<file path="src/rtl/repeater_cfg.svh">
// constants of the repeater mode and setting selection block
// assumes inclusion by rtl and bench files; offsets are byte addresses on apb
`ifndef REPEATER_CFG_SVH
`define REPEATER_CFG_SVH

`define OFS_CTRL       12'h000
`define OFS_EQ         12'h004
`define OFS_DRV        12'h008
`define OFS_STATUS     12'h00c
`define OFS_LOAD       12'h010

`define CTRL_REG_EN    3
`define CTRL_OVR_TXD   4
`define CTRL_OVR_MODE  5
`define CTRL_OVR_TH    6
`define CTRL_TXD       7
`define CTRL_MODE      8
`define CTRL_TH_LO     9
`define CTRL_TH_HI     12

`define EQ_RESET       16'h2f2f
`define DRV_RESET      12'h000
`define TH_RESET       4'h0
`define ADDR_BASE      7'h58
`define LOAD_ERR_BIT   1

`endif

</file>
<file path="src/rtl/repeater_pkg.sv">
// types of the repeater mode and setting selection block
// assumes repeater_cfg.svh for numeric constants
package repeater_pkg;
   // four-level pin state, ordered 0, R, F, 1
   typedef enum logic [1:0] {
      LVL_ZERO = 2'b00,
      LVL_R    = 2'b01,
      LVL_F    = 2'b10,
      LVL_ONE  = 2'b11
   } level_t;

   typedef enum logic [1:0] {
      MODE_PIN    = 2'b00,
      MODE_SLAVE  = 2'b01,
      MODE_MASTER = 2'b11
   } opmode_t;

   // gray along idle -> loading -> done; stall off the path
   typedef enum logic [1:0] {
      LD_IDLE  = 2'b00,
      LD_BUSY  = 2'b01,
      LD_DONE  = 2'b11,
      LD_STALL = 2'b10
   } load_state_t;
endpackage

</file>
<file path="src/rtl/repeater_select.sv">
// mode and setting selection of a one-lane bidirectional repeater
// assumes pin levels already resolved by the analog level comparators,
// apb master on clk, and an eeprom loader that presents words and a verdict
//
// Overview of operation
// - mode strap low picks pin mode, high slave, floating master with eeprom.
// - each output is off below de-assert level, on above assert level.
// - four-level inputs resolve to 0, R, F, 1 at 0.2, 0.5, 0.8 supply.
// - four-level eq, de-emphasis and swing pins set conditioning only while in pin control mode.
// - pin mode sets eq and de-emphasis per side, threshold from its pin.
// - slave mode hands eq, de-emphasis and swing to registers at once.
// - register settings stay default until register-enable bit is set.
// - in bus modes eq, de-emphasis and swing pins become address straps.
// - in slave mode disable, mode, threshold pins act unless overridden.
// - an overridden pin stays ignored until a ctrl write clears its override bit or the strap returns to pin mode.
// - transmit disable leaves all register contents unchanged.
// - threshold codes: 0 to 10, R to 01, F to 00, 1 to 11.
// - master mode takes register settings from eeprom by slave address.
// - eeprom load covers only a subset of register bits; rest keep default.
// - after a good load the device goes to slave mode, releases the bus.
// - a failed load stalls the device with no bus access until the strap returns to pin mode.
// - pin mode reaches sixteen eq codes; registers reach all 256.
// - swing and de-emphasis pin pairs program a fixed combined setting.
// - eq pairs 00,0R,0F,01,R0,RR,RF,R1 give 00,01,02,03,07,15,0b,0f.
// - eq pairs F0,FR,FF,F1,10,1R,1F,11 give 55,1f,2f,3f,aa,7f,bf,ff.
// - undriven straps read zero for the default address; sixteen addresses.
//
// Implementation choices: the APB slave port and the address map.
`timescale 1ns/1ps
`include "repeater_cfg.svh"

module repeater_select (
   // clock and reset
   input  wire logic                   clk,
   input  wire logic                   nrst,
   // apb slave
   input  wire logic                   psel,
   input  wire logic                   penable,
   input  wire logic                   pwrite,
   input  wire logic [11:0]            paddr,
   input  wire logic [31:0]            pwdata,
   output logic                        pready,
   output logic                        pslverr,
   output logic      [31:0]            prdata,
   // strap, four-level and two-level pin levels
   input  wire repeater_pkg::level_t   mode_strap,
   input  wire repeater_pkg::level_t   side_a_equalizer_high_pin,
   input  wire repeater_pkg::level_t   side_a_equalizer_low_pin,
   input  wire repeater_pkg::level_t   side_b_equalizer_high_pin,
   input  wire repeater_pkg::level_t   side_b_equalizer_low_pin,
   input  wire repeater_pkg::level_t   deemphasis_pin_a,
   input  wire repeater_pkg::level_t   deemphasis_pin_b,
   input  wire repeater_pkg::level_t   swing_select_pin,
   input  wire repeater_pkg::level_t   detect_threshold_pin,
   input  wire logic                   transmit_disable_pin,
   input  wire logic                   mode_pin,
   // signal detectors per channel
   input  wire logic [1:0]             above_assert,
   input  wire logic [1:0]             below_deassert,
   // eeprom loader
   input  wire logic                   load_valid,
   input  wire logic [6:0]             load_addr,
   input  wire logic [15:0]            load_eq,
   input  wire logic [11:0]            load_drv,
   input  wire logic                   load_done,
   input  wire logic                   load_fail,
   // conditioning settings out
   output logic      [7:0]             eq_a,
   output logic      [7:0]             eq_b,
   output logic      [2:0]             dem_a,
   output logic      [2:0]             dem_b,
   output logic      [2:0]             swing_a,
   output logic      [2:0]             swing_b,
   output logic      [3:0]             threshold,
   output logic                        tx_disable,
   output logic                        mode_sel,
   output logic      [1:0]             out_enable,
   // serial bus status
   output logic      [6:0]             slave_addr,
   output logic                        bus_release,
   output logic      [1:0]             op_mode
);
   import repeater_pkg::*;

   // ************************************************************
   // state
   // ************************************************************
   typedef struct packed {
      logic [31:0]  rdata;
      logic [12:0]  ctrl;
      logic [15:0]  eq;
      logic [11:0]  drv;
      logic [1:0]   oen;
      load_state_t  ld;
      logic         err;
      opmode_t      mode;
   } state_t;

   state_t st;
   state_t next_st;

   // ************************************************************
   // decoding functions
   // ************************************************************
   function automatic opmode_t strap_mode(input level_t l);
      case (l)
         LVL_ZERO, LVL_R: strap_mode = MODE_PIN;
         LVL_ONE:         strap_mode = MODE_SLAVE;
         default:         strap_mode = MODE_MASTER;
      endcase
   endfunction

   // pin pair to eq code, high pin first
   function automatic logic [7:0] eq_code(input level_t hi, input level_t lo);
      case ({hi, lo})
         {LVL_ZERO, LVL_ZERO}: eq_code = 8'h00;
         {LVL_ZERO, LVL_R}:    eq_code = 8'h01;
         {LVL_ZERO, LVL_F}:    eq_code = 8'h02;
         {LVL_ZERO, LVL_ONE}:  eq_code = 8'h03;
         {LVL_R, LVL_ZERO}:    eq_code = 8'h07;
         {LVL_R, LVL_R}:       eq_code = 8'h15;
         {LVL_R, LVL_F}:       eq_code = 8'h0b;
         {LVL_R, LVL_ONE}:     eq_code = 8'h0f;
         {LVL_F, LVL_ZERO}:    eq_code = 8'h55;
         {LVL_F, LVL_R}:       eq_code = 8'h1f;
         {LVL_F, LVL_F}:       eq_code = 8'h2f;
         {LVL_F, LVL_ONE}:     eq_code = 8'h3f;
         {LVL_ONE, LVL_ZERO}:  eq_code = 8'haa;
         {LVL_ONE, LVL_R}:     eq_code = 8'h7f;
         {LVL_ONE, LVL_F}:     eq_code = 8'hbf;
         default:              eq_code = 8'hff;
      endcase
   endfunction

   function automatic logic [1:0] th_code(input level_t l);
      case (l)
         LVL_ZERO: th_code = 2'b10;
         LVL_R:    th_code = 2'b01;
         LVL_F:    th_code = 2'b00;
         default:  th_code = 2'b11;
      endcase
   endfunction

   // fixed swing and de-emphasis pair: {swing, dem}
   function automatic logic [5:0] drv_code(input level_t sw, input level_t d);
      logic [2:0] s;
      logic [2:0] e;
      s = 3'h0;
      e = 3'h0;
      case (d)
         LVL_ZERO: e = 3'h0;
         LVL_F:    e = 3'h2;
         LVL_R:    e = 3'h3;
         default:  e = 3'h5;
      endcase
      case (sw)
         LVL_ZERO: s = 3'h0;
         LVL_F:    s = 3'h3;
         LVL_R:    s = 3'h5;
         default: begin
            case (d)
               LVL_ZERO: begin
                  s = 3'h4;
                  e = 3'h0;
               end
               LVL_F: begin
                  s = 3'h4;
                  e = 3'h1;
               end
               LVL_R: begin
                  s = 3'h6;
                  e = 3'h1;
               end
               default: begin
                  s = 3'h6;
                  e = 3'h2;
               end
            endcase
         end
      endcase
      drv_code = {s, e};
   endfunction

   // ************************************************************
   // combinational derivation
   // ************************************************************
   opmode_t     strap;
   logic [3:0]  straps;
   logic [6:0]  my_addr;
   logic        wr;
   logic        rd;
   logic [5:0]  pin_drv_a;
   logic [5:0]  pin_drv_b;

   assign strap = strap_mode(mode_strap);
   // only level 1 counts as a strap high; float reads low by pull-down
   assign straps = (swing_select_pin == LVL_ONE) ? 4'h0 :
                   {side_a_equalizer_high_pin == LVL_ONE,
                    side_b_equalizer_high_pin == LVL_ONE,
                    deemphasis_pin_a == LVL_ONE,
                    deemphasis_pin_b == LVL_ONE};
   assign my_addr = 7'(`ADDR_BASE + {3'h0, straps});
   assign wr = psel && penable && pwrite;
   assign rd = psel && !penable && !pwrite;
   assign pin_drv_a = drv_code(swing_select_pin, deemphasis_pin_a);
   assign pin_drv_b = drv_code(swing_select_pin, deemphasis_pin_b);

   // ************************************************************
   // next state
   // ************************************************************

   always_comb begin
      next_st = st;
      // strap back at pin mode drops every override
      if (strap == MODE_PIN) begin
         next_st.ctrl[`CTRL_OVR_TXD]  = 1'b0;
         next_st.ctrl[`CTRL_OVR_MODE] = 1'b0;
         next_st.ctrl[`CTRL_OVR_TH]   = 1'b0;
         next_st.ld   = LD_IDLE;
         next_st.mode = MODE_PIN;
      end else if (strap == MODE_SLAVE && st.ld != LD_STALL) begin
         next_st.mode = MODE_SLAVE;
      end else if (strap == MODE_MASTER && st.ld == LD_IDLE) begin
         next_st.ld   = LD_BUSY;
         next_st.mode = MODE_MASTER;
      end
      // eeprom load; only eq and drive words are carried
      if (st.ld == LD_BUSY) begin
         if (load_valid && load_addr == my_addr) begin
            next_st.eq  = load_eq;
            next_st.drv = load_drv;
         end
         // a failed load holds the stall until the strap goes to pin mode
         if (load_fail) begin
            next_st.ld  = LD_STALL;
            next_st.err = 1'b1;
         end else if (load_done) begin
            next_st.ld   = LD_DONE;
            next_st.mode = MODE_SLAVE;
         end
      end
      // apb writes; transmit disable never touches these
      if (wr && st.mode == MODE_SLAVE) begin
         if (paddr == `OFS_CTRL) begin
            next_st.ctrl = pwdata[12:0];
         end else if (paddr == `OFS_EQ && st.ctrl[`CTRL_REG_EN]) begin
            next_st.eq = pwdata[15:0];
         end else if (paddr == `OFS_DRV && st.ctrl[`CTRL_REG_EN]) begin
            next_st.drv = pwdata[11:0];
         end
      end
      // captured in setup so the word stands through the access phase
      if (rd) begin
         if (paddr == `OFS_CTRL) begin
            next_st.rdata = {19'h0, st.ctrl};
         end else if (paddr == `OFS_EQ) begin
            next_st.rdata = {16'h0, st.eq};
         end else if (paddr == `OFS_DRV) begin
            next_st.rdata = {20'h0, st.drv};
         end else if (paddr == `OFS_STATUS) begin
            next_st.rdata = {23'h0, my_addr, st.mode};
         end else if (paddr == `OFS_LOAD) begin
            next_st.rdata = {29'h0, st.err, st.ld};
         end else begin
            next_st.rdata = 32'h0;
         end
      end
      // detector hysteresis per channel
      for (int i = 0; i < 2; i++) begin
         if (below_deassert[i]) begin
            next_st.oen[i] = 1'b0;
         end else if (above_assert[i]) begin
            next_st.oen[i] = 1'b1;
         end
      end
   end

   // ************************************************************
   // registers
   // ************************************************************

   always_ff @(posedge clk) begin
      if (!nrst) begin
         st.rdata <= 32'h0;
         st.ctrl  <= {`TH_RESET, 9'h0};
         st.eq    <= `EQ_RESET;
         st.drv   <= `DRV_RESET;
         st.oen   <= 2'b00;
         st.ld    <= LD_IDLE;
         st.err   <= 1'b0;
         st.mode  <= MODE_PIN;
      end else begin
         st <= next_st;
      end
   end

   // ************************************************************
   // apb answer and outputs
   // ************************************************************
   logic pin_mode;
   logic [11:0] reg_drv;

   assign pin_mode = (st.mode == MODE_PIN);
   // defaults hold until the enable bit lets written values through
   assign reg_drv  = st.ctrl[`CTRL_REG_EN] ? st.drv : `DRV_RESET;
   assign pready   = 1'b1;
   assign pslverr  = 1'b0;
   assign prdata   = st.rdata;

   always_comb begin
      if (pin_mode) begin
         eq_a    = eq_code(side_a_equalizer_high_pin,
                           side_a_equalizer_low_pin);
         eq_b    = eq_code(side_b_equalizer_high_pin,
                           side_b_equalizer_low_pin);
         swing_a = pin_drv_a[5:3];
         dem_a   = pin_drv_a[2:0];
         swing_b = pin_drv_b[5:3];
         dem_b   = pin_drv_b[2:0];
      end else begin
         eq_a    = st.ctrl[`CTRL_REG_EN] ? st.eq[7:0] :
                   8'(`EQ_RESET);
         eq_b    = st.ctrl[`CTRL_REG_EN] ? st.eq[15:8] :
                   8'(`EQ_RESET >> 8);
         swing_a = reg_drv[5:3];
         dem_a   = reg_drv[2:0];
         swing_b = reg_drv[11:9];
         dem_b   = reg_drv[8:6];
      end
      if (!pin_mode && st.ctrl[`CTRL_OVR_TH]) begin
         threshold = st.ctrl[`CTRL_TH_HI:`CTRL_TH_LO];
      end else begin
         threshold = {2{th_code(detect_threshold_pin)}};
      end
      // overrides count only outside pin mode; the strap clears them there
      tx_disable = (!pin_mode && st.ctrl[`CTRL_OVR_TXD]) ?
                   st.ctrl[`CTRL_TXD] : transmit_disable_pin;
      mode_sel   = (!pin_mode && st.ctrl[`CTRL_OVR_MODE]) ?
                   st.ctrl[`CTRL_MODE] : mode_pin;
   end

   assign out_enable  = st.oen & {2{!tx_disable}};
   assign slave_addr  = my_addr;
   // stalled or loading devices keep off the bus
   assign bus_release = (st.mode == MODE_SLAVE) && (st.ld != LD_STALL);
   assign op_mode     = st.mode;
endmodule
</file>
<file path="config.mk">
export PLATFORM = sky130hd
export DESIGN_NAME = repeater_select
export DESIGN_NICKNAME = d
export VERILOG_FILES = /design/src/rtl/repeater_pkg.sv /design/src/rtl/repeater_select.sv
export VERILOG_INCLUDE_DIRS = /design/src /design/src/rtl
export SDC_FILE = /design/constraint.sdc
export NUM_CORES = 1
export LEC_CHECK = 0
export ABC_AREA = 1
export BUFFER_PORTS_ARGS = -buffer_cell sky130_fd_sc_hd__buf_2
export CORE_ASPECT_RATIO = 1.75
export CORE_MARGIN = 2
export CORE_UTILIZATION = 43
export CTS_BUF_LIST = sky130_fd_sc_hd__clkbuf_4
export CTS_CLUSTER_DIAMETER = 100
export DETAILED_ROUTE_END_ITERATION = 8
export GPL_TIMING_DRIVEN = 0
export MAX_ROUTING_LAYER = met4
export PLACE_DENSITY = 0.73
export SYNTH_ARGS = -nofsm -noshare
export SYNTH_HDL_FRONTEND = slang
export SYNTH_SLANG_ARGS = --single-unit
</file>
<file path="constraint.sdc">
create_clock -name clk -period 1.69 [get_ports clk]
set_input_delay 0.0845 -clock clk [delete_from_list [all_inputs] [get_ports clk]]
set_output_delay 0.0845 -clock clk [all_outputs]
set_load 0.02 [all_outputs]
</file>
==> summary.txt <==
Run status
  • Status: finished, violations left
  • Failing checks: negative setup slack

Die
  • Die ar.: 11600 µm²
  • Core ar.: 10600 µm²
  • Die W: 82.3 µm
  • IO Count: 191
  • Cell row count: 50
  • Starting Density: 43.7%
  • Die Y: 141 µm

Timing
  • Final setup margin: -217 ps
  • Period Utilization, post-route: 113%
  • Final min period: 1910 ps
  • Fin Clk Skew: 13.7 ps
  • Endpoints failing setup: 36
  • Slew Viols, Final: 0
  • RSZ-0062 raised after global routing: yes
  • Worst-Margin Slew: 842 ps
  • Peak Freq: 524 MHz
  • Final Hold Vio Count: 0
  • Max_slew headroom: 43.4%

Synth
  • Synth cell count leaders: nand2_1 (137), inv_1 (98), o21ai_0 (80), dfxtp_1 (64), a21oi_1 (62)
  • Number of synthesized flops with an enable pin: 0
  • Async S/R FF share, synth: 0%
  • Synth area leaders: dfxtp_1 (28%), nand2_1 (11%), o21ai_0 (8.7%)
  • Yosys warns: 0
  • Flop and latch count out of synthesis: 64
  • Synthesized cell area: 4620 µm²
  • Cell taking the most area after synthesis: dfxtp_1
  • Post-Syn Instances: 711
  • Post-synth cell types: 38
  • Top cell type's share of synthesized area: 27.8%
  • Post-Syn Area per Cell: 6.49 µm²
  • Predominant post-synthesis flop cell: dfxtp_1
  • Sequential share of the synthesized area: 27.8%
  • Count leader, synth: nand2_1

Routing
  • Via count: 5882
  • Remaining DRCs: 0
  • Drt first pass iters: 8
  • Post-route ant nets: 0
  • Avg WL per Cell: 16.7 µm
  • First DRT Iteration DRCs: 369
  • Via/cell ratio: 5.42
  • WL final: 18200 µm

Finish
  • Filler cells: 894
  • Area growth from synthesis to layout: 54.5%
  • Final net count: 1077
  • Fraction of layout cells with a size suffix above 1: 36.3%

GRT
  • Largest net degree at the start of global routing: 13
  • Number of global-route vias before repair: 5313
  • Initial antenna violation count: 0
  • GR Overflow Total: 0
  • First-pass GRT wire length: 26100 µm
  • Total track usage: 31.0%

Placement
  • Pre-CTS setup slack: -486 ps
  • RD Place Congestion: 0.960
  • Post-DP HPWL: 13100 µm
  • Port Buffer Count: 152

Critical path
  • R2R Path End: st[31]
  • Max stage delay on crit path: 380 ps
  • R2r setup slk: 20 ps
  • Worst Setup End Kind: output port
  • CP Cell Sequence: nor2_4 > buf_4 > buf_6 > nand2_1 > o32ai_1 > buf_2
  • Kind of critical path: register to output port
  • Req. time, crit path: 1610 ps
  • Crit path max-delay cell type: dfxtp_4
  • FF-to-FF path depth: 8
  • CP arrival: 1820 ps
  • Setup crit start: op_mode[1]
  • Critical Path Fanout Max: 5
  • CP Launch Type: register
  • Reg2reg start: op_mode[0]

Worst hold path
  • Critical hold path startpoint: load_drv[7]
  • Hold crit path type: primary input to register
  • Hold Path Depth: 4
  • End point of the worst hold path: st[14]

Power
  • Clock power share: 32.8%
  • Register share of total power: 36.9%
  • Switching share of power: 32.0%
  • Pwr/cell area: 587 nW/µm²
  • Lkg Pwr: 3.54 nW
  • Comb pwr share: 30.3%
  • Sw Pwr: 1.34 mW
  • Pint: 2.85 mW
  • Worst IR Drop VDD: 0.417 mV
  • Final total power: 4.18 mW

CTS
  • TritonCTS clock tree: built
  • Clk_lat worst skew: 450 ps
  • H-tree level count: 3
  • CTS clk-pin slew, worst paths: 120 ps
  • Max Buffers Root-to-Sink: 2
  • Clock Root Buffer: clkbuf_4
  • Clock sink count: 64
  • CTS Buf Count: 9

Job
  • Max cap viols: 0
[sequential cells by signal, indices dropped and copies added (netlist names)]
| signal | cells |
|---|---|
| st | 46 |
| prdata | 16 |
| op_mode | 2 |
[cell usage in the layout (no fill, tap or decap), drive strengths merged, types with 11 or more instances in the layout]
cell type and count:
conb 19, dfxtp 64, o21ai 87, buf 229, nand3 38, a21oi 72
inv 103, nand2 139, dlygate4sd3 35, nor2 54, ha 16, nand3b 18
clkbuf 24, o22ai 11
[layer usage]
layer  wire length, µm  global-route usage, %  share of wire (%)
met3              1300                   5.51                7.2
met2              9030                   51.3                 50
met1              6170                   30.8                 34
met4              1660                   24.4                9.1
met5                 0                      -                  0
[power groups by stage]
stage,clock (mW),sequential (mW),combinational [mW]
2_1_floorplan,0,1.57,0.549
3_3_place_gp,0,1.58,0.889
3_5_place_dp,0,1.58,0.895
4_1_cts,1.38,1.54,1.19
5_1_grt,1.44,1.55,1.34
6_report,1.37,1.54,1.27
[cell type report]
class                      instances  area [µm²]  share of cell area [%]
timing repair buffer             212        1520                    21.3
clock buffer                       9        67.6                   0.947
clock inverter                     7         120                    1.68
tap                              130         163                    2.28
multi-input combinational        492        3030                    42.4
sequential                        64        1290                    18.1
antenna                            1        2.50                  0.0351
buffer                            67         542                    7.60
inverter                         104         400                    5.61
[critical path: cells and delay by family (launching register included)]
kind / cells / cell delay [ps]
AOI/OAI and AO/OA: 1 / 230
buffers and inverters: 3 / 450
and+or+nand+nor: 2 / 320
DFF: 1 / 380
[cells by family after synthesis]
kind of cell / share of synthesized area (%)
simple gates: 26.9
compound gates: 22.9
buf+inv: 18.0
flops: 27.8
fa+ha+maj: 4.34
other cells: 0.163
[per-stage QoR]
| step | cell area (µm²) | hold WS [ps] | cells | setup TNS, ps | util [%] |
|---|---|---|---|---|---|
| floorplan | 4680 | 161 | 728 | 0 | - |
| global placement | 5600 | 247 | 1010 | -12590 | 53.0 |
| detailed placement | 5600 | 249 | 1010 | -12670 | 53.0 |
| CTS | 6790 | 1.57 | 1075 | -4750 | 64.3 |
| global route | 7130 | 3.82 | 1085 | -7470 | 67.4 |
| finish | 7130 | 2.19 | 1086 | -5320 | 67.5 |
[repair_timing]
action | in CTS | in global routing
buffers inserted | 13 | 8
pin swaps | 17 | 15
cloned | 3 | 1
setup endpoints to repair | 70 | 72
endpoints found under the hold margin | 28 | 1
gates resized for setup | 157 | 64
hold buffers | 34 | 1
[worst max-delay path by stage]
stage / end / depth (start not counted)
2_1_floorplan: out_enable[0] / 5
3_3_place_gp: eq_a[5] / 7
3_5_place_dp: eq_b[3] / 7
4_1_cts: mode_sel / 6
5_1_grt: dem_a[0] / 7
6_report: eq_b[7] / 6
No activity file was read; power rests on OpenSTA's default activity.
